## src/sscc_params.svh

```systemverilog
// Offsets, control word fields, reset values and timing counts
`ifndef SSCC_PARAMS_SVH
`define SSCC_PARAMS_SVH

// Control word layout
`define SSCC_CW_RESET        32'h0000_03FF
`define SSCC_CW_DAC_MSB      9
`define SSCC_CW_BUF_PD       12
`define SSCC_CW_REF_EN       13
`define SSCC_CW_CLK_SEL      11
`define SSCC_CW_REF_RANGE    18
`define SSCC_CW_POLARITY     20
`define SSCC_CW_SEQ          23
`define SSCC_CW_SPAN         26

// Host APB register offsets
`define SSCC_OFS_CTRL        12'h000
`define SSCC_OFS_START       12'h004
`define SSCC_OFS_CW          12'h008
`define SSCC_OFS_STATUS      12'h00C

// Timing
`define SSCC_SYS_PERIOD_NS   4
`define SSCC_EXTERNAL_CONVERSION_CLOCK_MIN_PER_NS 50
`define SSCC_EXTERNAL_CONVERSION_CLOCK_HALF_CYC   ((`SSCC_EXTERNAL_CONVERSION_CLOCK_MIN_PER_NS / 2 + \
  `SSCC_SYS_PERIOD_NS - 1) / `SSCC_SYS_PERIOD_NS)
`define SSCC_INT_HALF_CYC    3
`define SSCC_CONV_CYC_X2     37

`endif

```

## src/sscc_pkg.sv

```systemverilog
// Types used by the device end of the conversion control link
package sscc_pkg;

  typedef enum logic [1:0] {
    PAIR_IDLE = 2'b00,
    PAIR_WAIT = 2'b01,
    PAIR_CONV = 2'b10
  } sscc_pair_state_t;

endpackage

```

## src/sscc_if.sv

```systemverilog
// Link between the converter device and its host controller
`timescale 1ns/10ps
interface sscc_if;
  logic [2:0]  start;
  logic        cfg_src;
  logic        range_pin;
  logic        ext_clk;
  logic        busy_int;
  logic        cw_wr;
  logic [31:0] cw_data;

  modport dev (
    input  start,
    input  cfg_src,
    input  range_pin,
    input  ext_clk,
    input  cw_wr,
    input  cw_data,
    output busy_int
  );

  modport host (
    output start,
    output cfg_src,
    output range_pin,
    output ext_clk,
    output cw_wr,
    output cw_data,
    input  busy_int
  );
endinterface

```

## src/sscc_pair.sv

```systemverilog
// Conversion sequencer for one channel pair
`timescale 1ns/10ps
`include "sscc_params.svh"
module sscc_pair #(
  parameter int HALF_PERIODS = `SSCC_CONV_CYC_X2
) (
  input  wire logic clk,
  input  wire logic rst_n,
  input  wire logic start_rise,
  input  wire logic start_fall,
  input  wire logic tick,
  output logic      active,
  output logic      done,
  output logic      hold,
  output logic      pwr_down
);
  sscc_pkg::sscc_pair_state_t state_reg;
  logic [5:0]                 cnt_reg;
  logic                       last;

  assign last   = cnt_reg == 6'(HALF_PERIODS - 1);
  assign active = state_reg != sscc_pkg::PAIR_IDLE;

  ////////////////////////////////////////////////////////////////////
  always_ff @(posedge clk or negedge rst_n) begin
    if (!rst_n) begin
      state_reg <= sscc_pkg::PAIR_IDLE;
    end else begin
      unique case (state_reg)
        sscc_pkg::PAIR_IDLE: begin
          if (start_rise) state_reg <= sscc_pkg::PAIR_WAIT;
        end
        sscc_pkg::PAIR_WAIT: begin
          if (start_fall) state_reg <= sscc_pkg::PAIR_IDLE;
          else if (tick) state_reg <= sscc_pkg::PAIR_CONV;
        end
        sscc_pkg::PAIR_CONV: begin
          if (start_fall) state_reg <= sscc_pkg::PAIR_IDLE;
          else if (tick && last) state_reg <= sscc_pkg::PAIR_IDLE;
        end
        default: state_reg <= sscc_pkg::PAIR_IDLE;
      endcase
    end
  end

  // Half periods, so 18.5 cycles ends on the right edge
  always_ff @(posedge clk or negedge rst_n) begin
    if (!rst_n) cnt_reg <= 6'h00;
    else if (state_reg != sscc_pkg::PAIR_CONV) cnt_reg <= 6'h00;
    else if (tick) cnt_reg <= cnt_reg + 6'h01;
  end

  always_ff @(posedge clk or negedge rst_n) begin
    if (!rst_n) done <= 1'b0;
    else done <= state_reg == sscc_pkg::PAIR_CONV && tick && last &&
                 !start_fall;
  end

  always_ff @(posedge clk or negedge rst_n) begin
    if (!rst_n) hold <= 1'b0;
    else if (start_rise) hold <= 1'b1;
    else if (start_fall || done) hold <= 1'b0;
  end

  always_ff @(posedge clk or negedge rst_n) begin
    if (!rst_n) pwr_down <= 1'b0;
    else if (start_rise) pwr_down <= 1'b0;
    else if (start_fall && active) pwr_down <= 1'b1;
  end
endmodule // sscc_pair

```

## src/sscc_dev.sv

```systemverilog
// Device end: control word, conversion sequencing and busy output
//
// Local design decisions: the APB interface to the registers and the address map.
`timescale 1ns/10ps
`include "sscc_params.svh"
module sscc_dev #(
  parameter int INT_HALF_CYC = `SSCC_INT_HALF_CYC,
  parameter int PAIRS        = 3
) (
  input  wire logic   SYS_CLK,
  input  wire logic   RST_N,
  sscc_if.dev         LNK,
  output logic        SW_MODE,
  output logic        SPAN_4X,
  output logic        REF_RANGE_3V,
  output logic [9:0]  DAC_CODE,
  output logic        REF_PD,
  output logic        BUF_PD,
  output logic        EXT_CLK_SEL,
  output logic [2:0]  PAIR_HOLD,
  output logic [2:0]  PAIR_PD,
  output logic [2:0]  PAIR_DONE
);
  logic [PAIRS-1:0] start_m_reg;
  logic [PAIRS-1:0] start_s_reg;
  logic             cfg_m_reg;
  logic             cfg_s_reg;
  logic             rng_m_reg;
  logic             rng_s_reg;
  logic             external_conversion_clock_m_reg;
  logic             external_conversion_clock_s_reg;
  logic             external_conversion_clock_d_reg;
  logic [31:0]      cw_reg;
  logic [PAIRS-1:0] eff_start;
  logic [PAIRS-1:0] eff_prev_reg;
  logic [PAIRS-1:0] rise;
  logic [PAIRS-1:0] fall;
  logic [7:0]       int_cnt_reg;
  logic             int_tick;
  logic             ext_tick;
  logic             tick;
  logic             sw;
  logic             seq;
  logic             pol;
  logic             ext_sel;
  logic [PAIRS-1:0] active;
  logic [PAIRS-1:0] done;
  logic [PAIRS-1:0] hold;
  logic [PAIRS-1:0] pd;
  logic             busy_reg;
  logic             busy_next;
  logic             busy_pin_reg;
  logic             span_lat_reg;

  ////////////////////////////////////////////////////////////////////
  // Pins come from another party; two stages before any use, except cw_wr and cw_data
  always_ff @(posedge SYS_CLK or negedge RST_N) begin
    if (!RST_N) begin
      start_m_reg <= '0;
      start_s_reg <= '0;
      cfg_m_reg   <= 1'b0;
      cfg_s_reg   <= 1'b0;
      rng_m_reg   <= 1'b0;
      rng_s_reg   <= 1'b0;
    end else begin
      start_m_reg <= LNK.start;
      start_s_reg <= start_m_reg;
      cfg_m_reg   <= LNK.cfg_src;
      cfg_s_reg   <= cfg_m_reg;
      rng_m_reg   <= LNK.range_pin;
      rng_s_reg   <= rng_m_reg;
    end
  end

  always_ff @(posedge SYS_CLK or negedge RST_N) begin
    if (!RST_N) begin
      external_conversion_clock_m_reg <= 1'b0;
      external_conversion_clock_s_reg <= 1'b0;
      external_conversion_clock_d_reg <= 1'b0;
    end else begin
      external_conversion_clock_m_reg <= LNK.ext_clk;
      external_conversion_clock_s_reg <= external_conversion_clock_m_reg;
      external_conversion_clock_d_reg <= external_conversion_clock_s_reg;
    end
  end

  ////////////////////////////////////////////////////////////////////
  // Control word; writes outside software mode are dropped
  always_ff @(posedge SYS_CLK or negedge RST_N) begin
    if (!RST_N) cw_reg <= `SSCC_CW_RESET;
    else if (LNK.cw_wr && cfg_s_reg) cw_reg <= LNK.cw_data;
  end

  assign sw      = cfg_s_reg;
  assign seq     = cw_reg[`SSCC_CW_SEQ];
  assign pol     = cw_reg[`SSCC_CW_POLARITY];
  assign ext_sel = sw && cw_reg[`SSCC_CW_CLK_SEL];

  ////////////////////////////////////////////////////////////////////
  // Start edges
  always_comb begin
    if (sw && !seq) eff_start = {PAIRS{start_s_reg[0]}};
    else eff_start = start_s_reg;
  end

  assign rise = eff_start & ~eff_prev_reg;
  assign fall = ~eff_start & eff_prev_reg;

  always_ff @(posedge SYS_CLK or negedge RST_N) begin
    if (!RST_N) eff_prev_reg <= '0;
    else eff_prev_reg <= eff_start;
  end

  ////////////////////////////////////////////////////////////////////
  // Conversion clock; every edge of either source is one tick
  always_ff @(posedge SYS_CLK or negedge RST_N) begin
    if (!RST_N) int_cnt_reg <= 8'h00;
    else if (int_tick) int_cnt_reg <= 8'h00;
    else int_cnt_reg <= int_cnt_reg + 8'h01;
  end

  assign int_tick = int_cnt_reg == 8'(INT_HALF_CYC - 1);
  // External clock may stop low between conversions; no tick then
  assign ext_tick = external_conversion_clock_s_reg ^ external_conversion_clock_d_reg;
  assign tick     = ext_sel ? ext_tick : int_tick;

  genvar g;
  generate
    for (g = 0; g < PAIRS; g++) begin : g_pair
      sscc_pair #(
        .HALF_PERIODS (`SSCC_CONV_CYC_X2)
      ) u_pair (
        .clk        (SYS_CLK),
        .rst_n      (RST_N),
        .start_rise (rise[g]),
        .start_fall (fall[g]),
        .tick       (tick),
        .active     (active[g]),
        .done       (done[g]),
        .hold       (hold[g]),
        .pwr_down   (pd[g])
      );
    end
  endgenerate

  ////////////////////////////////////////////////////////////////////
  // Busy
  always_comb begin
    if (|rise) busy_next = 1'b1;
    else if (|done && seq) busy_next = 1'b0;
    else busy_next = |active;
  end

  always_ff @(posedge SYS_CLK or negedge RST_N) begin
    if (!RST_N) busy_reg <= 1'b0;
    else busy_reg <= busy_next;
  end

  always_ff @(posedge SYS_CLK or negedge RST_N) begin
    if (!RST_N) busy_pin_reg <= 1'b0;
    else busy_pin_reg <= busy_next ^ pol;
  end

  assign LNK.busy_int = busy_pin_reg;

  // Inverted polarity: the pin is simply tracked
  always_ff @(posedge SYS_CLK or negedge RST_N) begin
    if (!RST_N) span_lat_reg <= 1'b0;
    else if (!pol && busy_reg && !busy_next) span_lat_reg <= rng_s_reg;
    else if (pol) span_lat_reg <= rng_s_reg;
  end

  ////////////////////////////////////////////////////////////////////
  // Registered user-side outputs
  always_ff @(posedge SYS_CLK or negedge RST_N) begin
    if (!RST_N) begin
      SW_MODE      <= 1'b0;
      SPAN_4X      <= 1'b0;
      REF_RANGE_3V <= 1'b0;
      DAC_CODE     <= 10'h3FF;
      REF_PD       <= 1'b1;
      BUF_PD       <= 1'b0;
      EXT_CLK_SEL  <= 1'b0;
    end else begin
      SW_MODE      <= sw;
      SPAN_4X      <= sw ? cw_reg[`SSCC_CW_SPAN] : span_lat_reg;
      REF_RANGE_3V <= cw_reg[`SSCC_CW_REF_RANGE];
      DAC_CODE     <= cw_reg[`SSCC_CW_DAC_MSB:0];
      REF_PD       <= !cw_reg[`SSCC_CW_REF_EN];
      BUF_PD       <= cw_reg[`SSCC_CW_BUF_PD];
      EXT_CLK_SEL  <= ext_sel;
    end
  end

  always_ff @(posedge SYS_CLK or negedge RST_N) begin
    if (!RST_N) begin
      PAIR_HOLD <= 3'h0;
      PAIR_PD   <= 3'h0;
      PAIR_DONE <= 3'h0;
    end else begin
      PAIR_HOLD <= hold;
      PAIR_PD   <= pd;
      PAIR_DONE <= done;
    end
  end
endmodule // sscc_dev

```

## src/flat_wrapper.sv

```systemverilog
// flat-port wrapper written by rule: the top's interface ports become plain ports
module sscc_dev_flat 
#(
  parameter int INT_HALF_CYC = `SSCC_INT_HALF_CYC,
  parameter int PAIRS        = 3
)
  (SYS_CLK, RST_N, SW_MODE, SPAN_4X, REF_RANGE_3V, DAC_CODE, REF_PD, BUF_PD, EXT_CLK_SEL, PAIR_HOLD, PAIR_PD, PAIR_DONE, LNK_start, LNK_cfg_src, LNK_range_pin, LNK_ext_clk, LNK_cw_wr, LNK_cw_data, LNK_busy_int);
  sscc_if LNK_i ();
  input  wire logic SYS_CLK;
  input  wire logic RST_N;
  output logic SW_MODE;
  output logic SPAN_4X;
  output logic REF_RANGE_3V;
  output logic [9:0] DAC_CODE;
  output logic REF_PD;
  output logic BUF_PD;
  output logic EXT_CLK_SEL;
  output logic [2:0] PAIR_HOLD;
  output logic [2:0] PAIR_PD;
  output logic [2:0] PAIR_DONE;
  input wire logic [$bits(LNK_i.start)-1:0] LNK_start;
  input wire logic [$bits(LNK_i.cfg_src)-1:0] LNK_cfg_src;
  input wire logic [$bits(LNK_i.range_pin)-1:0] LNK_range_pin;
  input wire logic [$bits(LNK_i.ext_clk)-1:0] LNK_ext_clk;
  input wire logic [$bits(LNK_i.cw_wr)-1:0] LNK_cw_wr;
  input wire logic [$bits(LNK_i.cw_data)-1:0] LNK_cw_data;
  output wire logic [$bits(LNK_i.busy_int)-1:0] LNK_busy_int;
  assign LNK_i.start = LNK_start;
  assign LNK_i.cfg_src = LNK_cfg_src;
  assign LNK_i.range_pin = LNK_range_pin;
  assign LNK_i.ext_clk = LNK_ext_clk;
  assign LNK_i.cw_wr = LNK_cw_wr;
  assign LNK_i.cw_data = LNK_cw_data;
  assign LNK_busy_int = LNK_i.busy_int;
  sscc_dev #(.INT_HALF_CYC(INT_HALF_CYC), .PAIRS(PAIRS)) u_core (.SYS_CLK(SYS_CLK), .RST_N(RST_N), .LNK(LNK_i), .SW_MODE(SW_MODE), .SPAN_4X(SPAN_4X), .REF_RANGE_3V(REF_RANGE_3V), .DAC_CODE(DAC_CODE), .REF_PD(REF_PD), .BUF_PD(BUF_PD), .EXT_CLK_SEL(EXT_CLK_SEL), .PAIR_HOLD(PAIR_HOLD), .PAIR_PD(PAIR_PD), .PAIR_DONE(PAIR_DONE));
endmodule
```

## config.mk

```make
export PLATFORM = sky130hd
export DESIGN_NAME = sscc_dev_flat
export DESIGN_NICKNAME = d
export VERILOG_FILES = /design/src/sscc_pkg.sv /design/src/sscc_if.sv /design/src/sscc_pair.sv /design/src/sscc_dev.sv /design/src/flat_wrapper.sv
export VERILOG_INCLUDE_DIRS = /design/src
export SDC_FILE = /design/constraint.sdc
export NUM_CORES = 1
export LEC_CHECK = 0
export BUFFER_PORTS_ARGS = -buffer_cell sky130_fd_sc_hd__buf_2
export CORE_ASPECT_RATIO = 0.5
export CORE_MARGIN = 8
export CORE_UTILIZATION = 60
export CTS_CLUSTER_DIAMETER = 120
export DETAILED_ROUTE_END_ITERATION = 10
export PLACE_DENSITY = 0.83
export SYNTH_ARGS = -nofsm -noshare
export SYNTH_HDL_FRONTEND = slang
export SYNTH_SLANG_ARGS = --single-unit
```

## constraint.sdc

```tcl
create_clock -name SYS_CLK -period 3.2 [get_ports SYS_CLK]
set_input_delay 0.64 -clock SYS_CLK [delete_from_list [all_inputs] [get_ports SYS_CLK]]
set_output_delay 0.64 -clock SYS_CLK [all_outputs]
set_load 0.03 [all_outputs]
```

==> implementation parameters <==
Parameter                              Value

Outcome
  Outcome    finished, final reports clean

Min path
  Hold Path End    u_core.cfg_s_reg
  Worst hold stages    0
  Worst min-delay path category    flop to flop
  Hold path startpoint    u_core.cfg_m_reg

Critical path
  Start of the worst register-to-register path    u_core.int_cnt_reg[0]
  CP Max Fanout    13
  Critical Path Max Stage Delay    0.52 ns
  Required time of the worst setup path    between 3 and 4 ns
  Crit Reg-Reg Endpoint    u_core.g_pair[0].u_pair.done
  Crit. End Element    flop
  Critical path class    flop to flop
  Data arrival time of the critical path    2.46 ns
  Library cell contributing the largest single delay on the critical path    nor4_1
  Worst Setup Start Kind    flop
  Internal reg-to-reg setup slack    about 0.94 ns
  Cell breakdown of the critical path    inv_1 -> ha_1 -> nor3b_2 -> a22o_1 -> o21ai_1 -> nor4_1
  Depth of the most critical reg-to-reg path    6

Timing
  Period Utilization, post-route    0.706
  Max-slew violation count    0
  Fmax achieved    between 400 and 500 MHz
  RSZ-0062 raised after global routing    no
  Skew final    0.00704 ns
  Final setup violation count    0
  Actual transition at the worst max-transition pin    1.11 ns
  Max-Slew Margin vs Limit    0.254
  Setup TNS after final layout    0 ns
  Final hold vios    0
  Final min period    ~2.3 ns

Power and ir drop
  Worst IR drop on VDD    0.473 mV
  LEAKAGE    2.11 nW
  Overall power after layout    about 3.1 mW
  Power per Cell Area    about 660 nW/um2

CTS
  Post-CTS Resized    0
  Total clock buffers created by CTS    9
  CTS tree    built
  Root Buffer Master    clkbuf_16
  Total number of H-tree levels    3
  Cts-stage hold buffer count    0
  Max Buffers Root-to-Sink    2
  Worst-skew pair later-pin latency    ~0.34 ns
  Number of buffers inserted by post-CTS setup repair    0
  Post-CTS clock slew at the launch and capture registers of the worst setup and hold paths    around 0.070 ns
  TritonCTS sink count    102

Detailed routing
  Vias after detailed routing    2,488
  Detailed-route DRC error count    0
  Vias per Instance    approximately 5.3
  Routed WL per cell    15.7 um
  Total Routed Length    7.33 mm
  Iteration-0 DRC Markers    140
  Iteration count of the initial detailed-routing pass    4
  Remaining antenna violation count after routing    0

Placement
  Number of port buffers    between 50 and 60
  Final weighted congestion in routability-driven placement    slightly below 0.8
  HPWL after detailed placement    around 5 mm

Finish
  Number of antenna diodes    0
  Ratio of cells with drive above 1 in the final layout    0.316
  Final nets    approximately 420
  Max FFs per register    18
  Layout Utilization    0.708
  Filler cells    429
  Area grow syn2layout    16.4%

Synth
  Post-synth top area cell    dfrtp_1
  Cells after synthesis    311
  Library cell with the highest instance count after synthesis    dfrtp_1
  Dominant register cell in the synthesized netlist    dfrtp_1
  Post-synth top cells    dfrtp_1 (81), nor2_1 (25), nand2_1 (24), dfstp_2 (21)
  Number of synthesized flops with an enable pin    0
  Mapped Nets    between 300 and 400
  Leading post-synthesis cells by cell area    dfrtp_1 (51%), dfstp_2 (14%), mux2_2 (5.7%)
  Post-synthesis cell type count    48
  Synthesized area divided by synthesized cell count    between 10 and 15 um2
  Mapped cell area    3980 um2
  Share of async-settable or async-resettable flops after synthesis    1.00
  Post-synthesis register bit count    between 100 and 150
  Top cell type's share of synthesized area    0.510
  Register area share after synthesis    0.648
  Count of yosys warnings during synthesis    0

Global route
  Number of global-route vias before repair    roughly 2,600
  Overall routing resource usage    0.167
  Global-route wire length before repair    roughly 13 mm
  Largest net degree at the start of global routing    95
  Total grt overflow    0
  Number of antenna violations at the first check in global routing    0

Floorplanning
  Die height    around 74 um
  Die X-Extent    between 100 and 150 um
  Core box area    about 6500 um2
  Starting density of the core    0.608
  Number of rows in the core area    21
  Number of placed I/O pins    between 60 and 70
  Die Footprint    approximately 9600 um2

Job
  Number of violations of the max-capacitance limit    0
==> through the flow <==
step | setup slack, ns | area (um2) | cells | hold WS (ns)
after floorplan | 1.46 | 3980 | 311 | 0.331
after detailed placement | 1.05 | 4340 | 450 | 0.336
final | 0.941 | 4630 | 466 | 0.353
after CTS | 0.965 | 4630 | 466 | 0.352
after global routing | 0.783 | 4630 | 466 | 0.364
after global placement | 1.14 | 4340 | 450 | 0.333
==> placed cells by master, fill, tap and decap left out, drive strengths merged, types with 2 or more instances in the layout <==
cell type,netlist,routed
a2111oi,2,2
a21o,4,4
a21oi,13,13
a31oi,6,6
and2,2,2
and3,2,2
buf,4,53
clkbuf,2,11
clkinv,0,2
dfrtp,81,81
dfstp,21,21
ha,8,8
inv,20,23
maj3,3,3
mux2,20,20
nand2,24,24
nand2b,8,8
nand3,12,12
nand4,3,3
nor2,25,25
nor2b,4,4
nor3,4,4
nor3b,3,3
nor4,2,2
nor4bb,2,2
o21a,2,2
o21ai,5,5
xnor2,14,14
xor2,3,3
==> cells by family (layout without fill, tap and decap cells) <==
group           after synthesis  after routing  synth area share
compound gates               37             37            0.0648
xor+xnor                     17             17            0.0374
fa+ha+maj                    11             11            0.0327
buf+inv                      26             89            0.0255
flops                       102            102             0.648
mux                          20             20            0.0566
simple gates                 98             98             0.135
==> power breakdown <==
part / internal, mW / switching [mW] / total (mW)
Sequential: 1.48 / 0.0927 / 1.57
Clock: 0.578 / 0.462 / 1.04
Combinational: 0.163 / 0.304 / 0.467
Total: 2.22 / 0.859 / 3.08
==> critical path, delay by kind of cell, from the launching register on <==
| kind | cells | cell delay (ns) |
|---|---|---|
| compound gates | 2 | 0.62 |
| buf+inv | 1 | 0.11 |
| simple gates | 2 | 0.81 |
| flops | 1 | 0.44 |
| fa+ha+maj | 1 | 0.15 |
==> worst max path at each step <==
stage | startpoint | to | slack, ns | cells after the start
2_1_floorplan | u_core.int_cnt_reg[0] | u_core.g_pair[0].u_pair.cnt_reg[5] | 1.46 | 7
3_3_place_gp | u_core.int_cnt_reg[0] | u_core.g_pair[0].u_pair.done | 1.14 | 6
3_5_place_dp | u_core.int_cnt_reg[0] | u_core.g_pair[0].u_pair.done | 1.05 | 6
4_1_cts | u_core.int_cnt_reg[0] | u_core.g_pair[0].u_pair.done | 0.97 | 6
5_1_grt | u_core.int_cnt_reg[0] | u_core.g_pair[0].u_pair.done | 0.78 | 6
6_report | u_core.int_cnt_reg[0] | u_core.g_pair[0].u_pair.done | 0.94 | 6
==> metal layers <==
metal  routed length, um  track usage
met2                3700        0.299
met1                3160        0.186
met3                 376       0.0593
met4                 100       0.0561
met5                   0            0
==> final cells by class <==
class / count / area, um2 / share of cell area
repair buffers: 53 / 273 / 0.0589
inverters: 20 / 75.1 / 0.0162
well taps: 92 / 115 / 0.0249
flip-flops and latches: 102 / 2580 / 0.557
clock inverters: 5 / 38.8 / 0.00838
multi-input cells: 183 / 1300 / 0.280
clock buffers: 11 / 253 / 0.0546
Power figures use the tool's default switching activity.
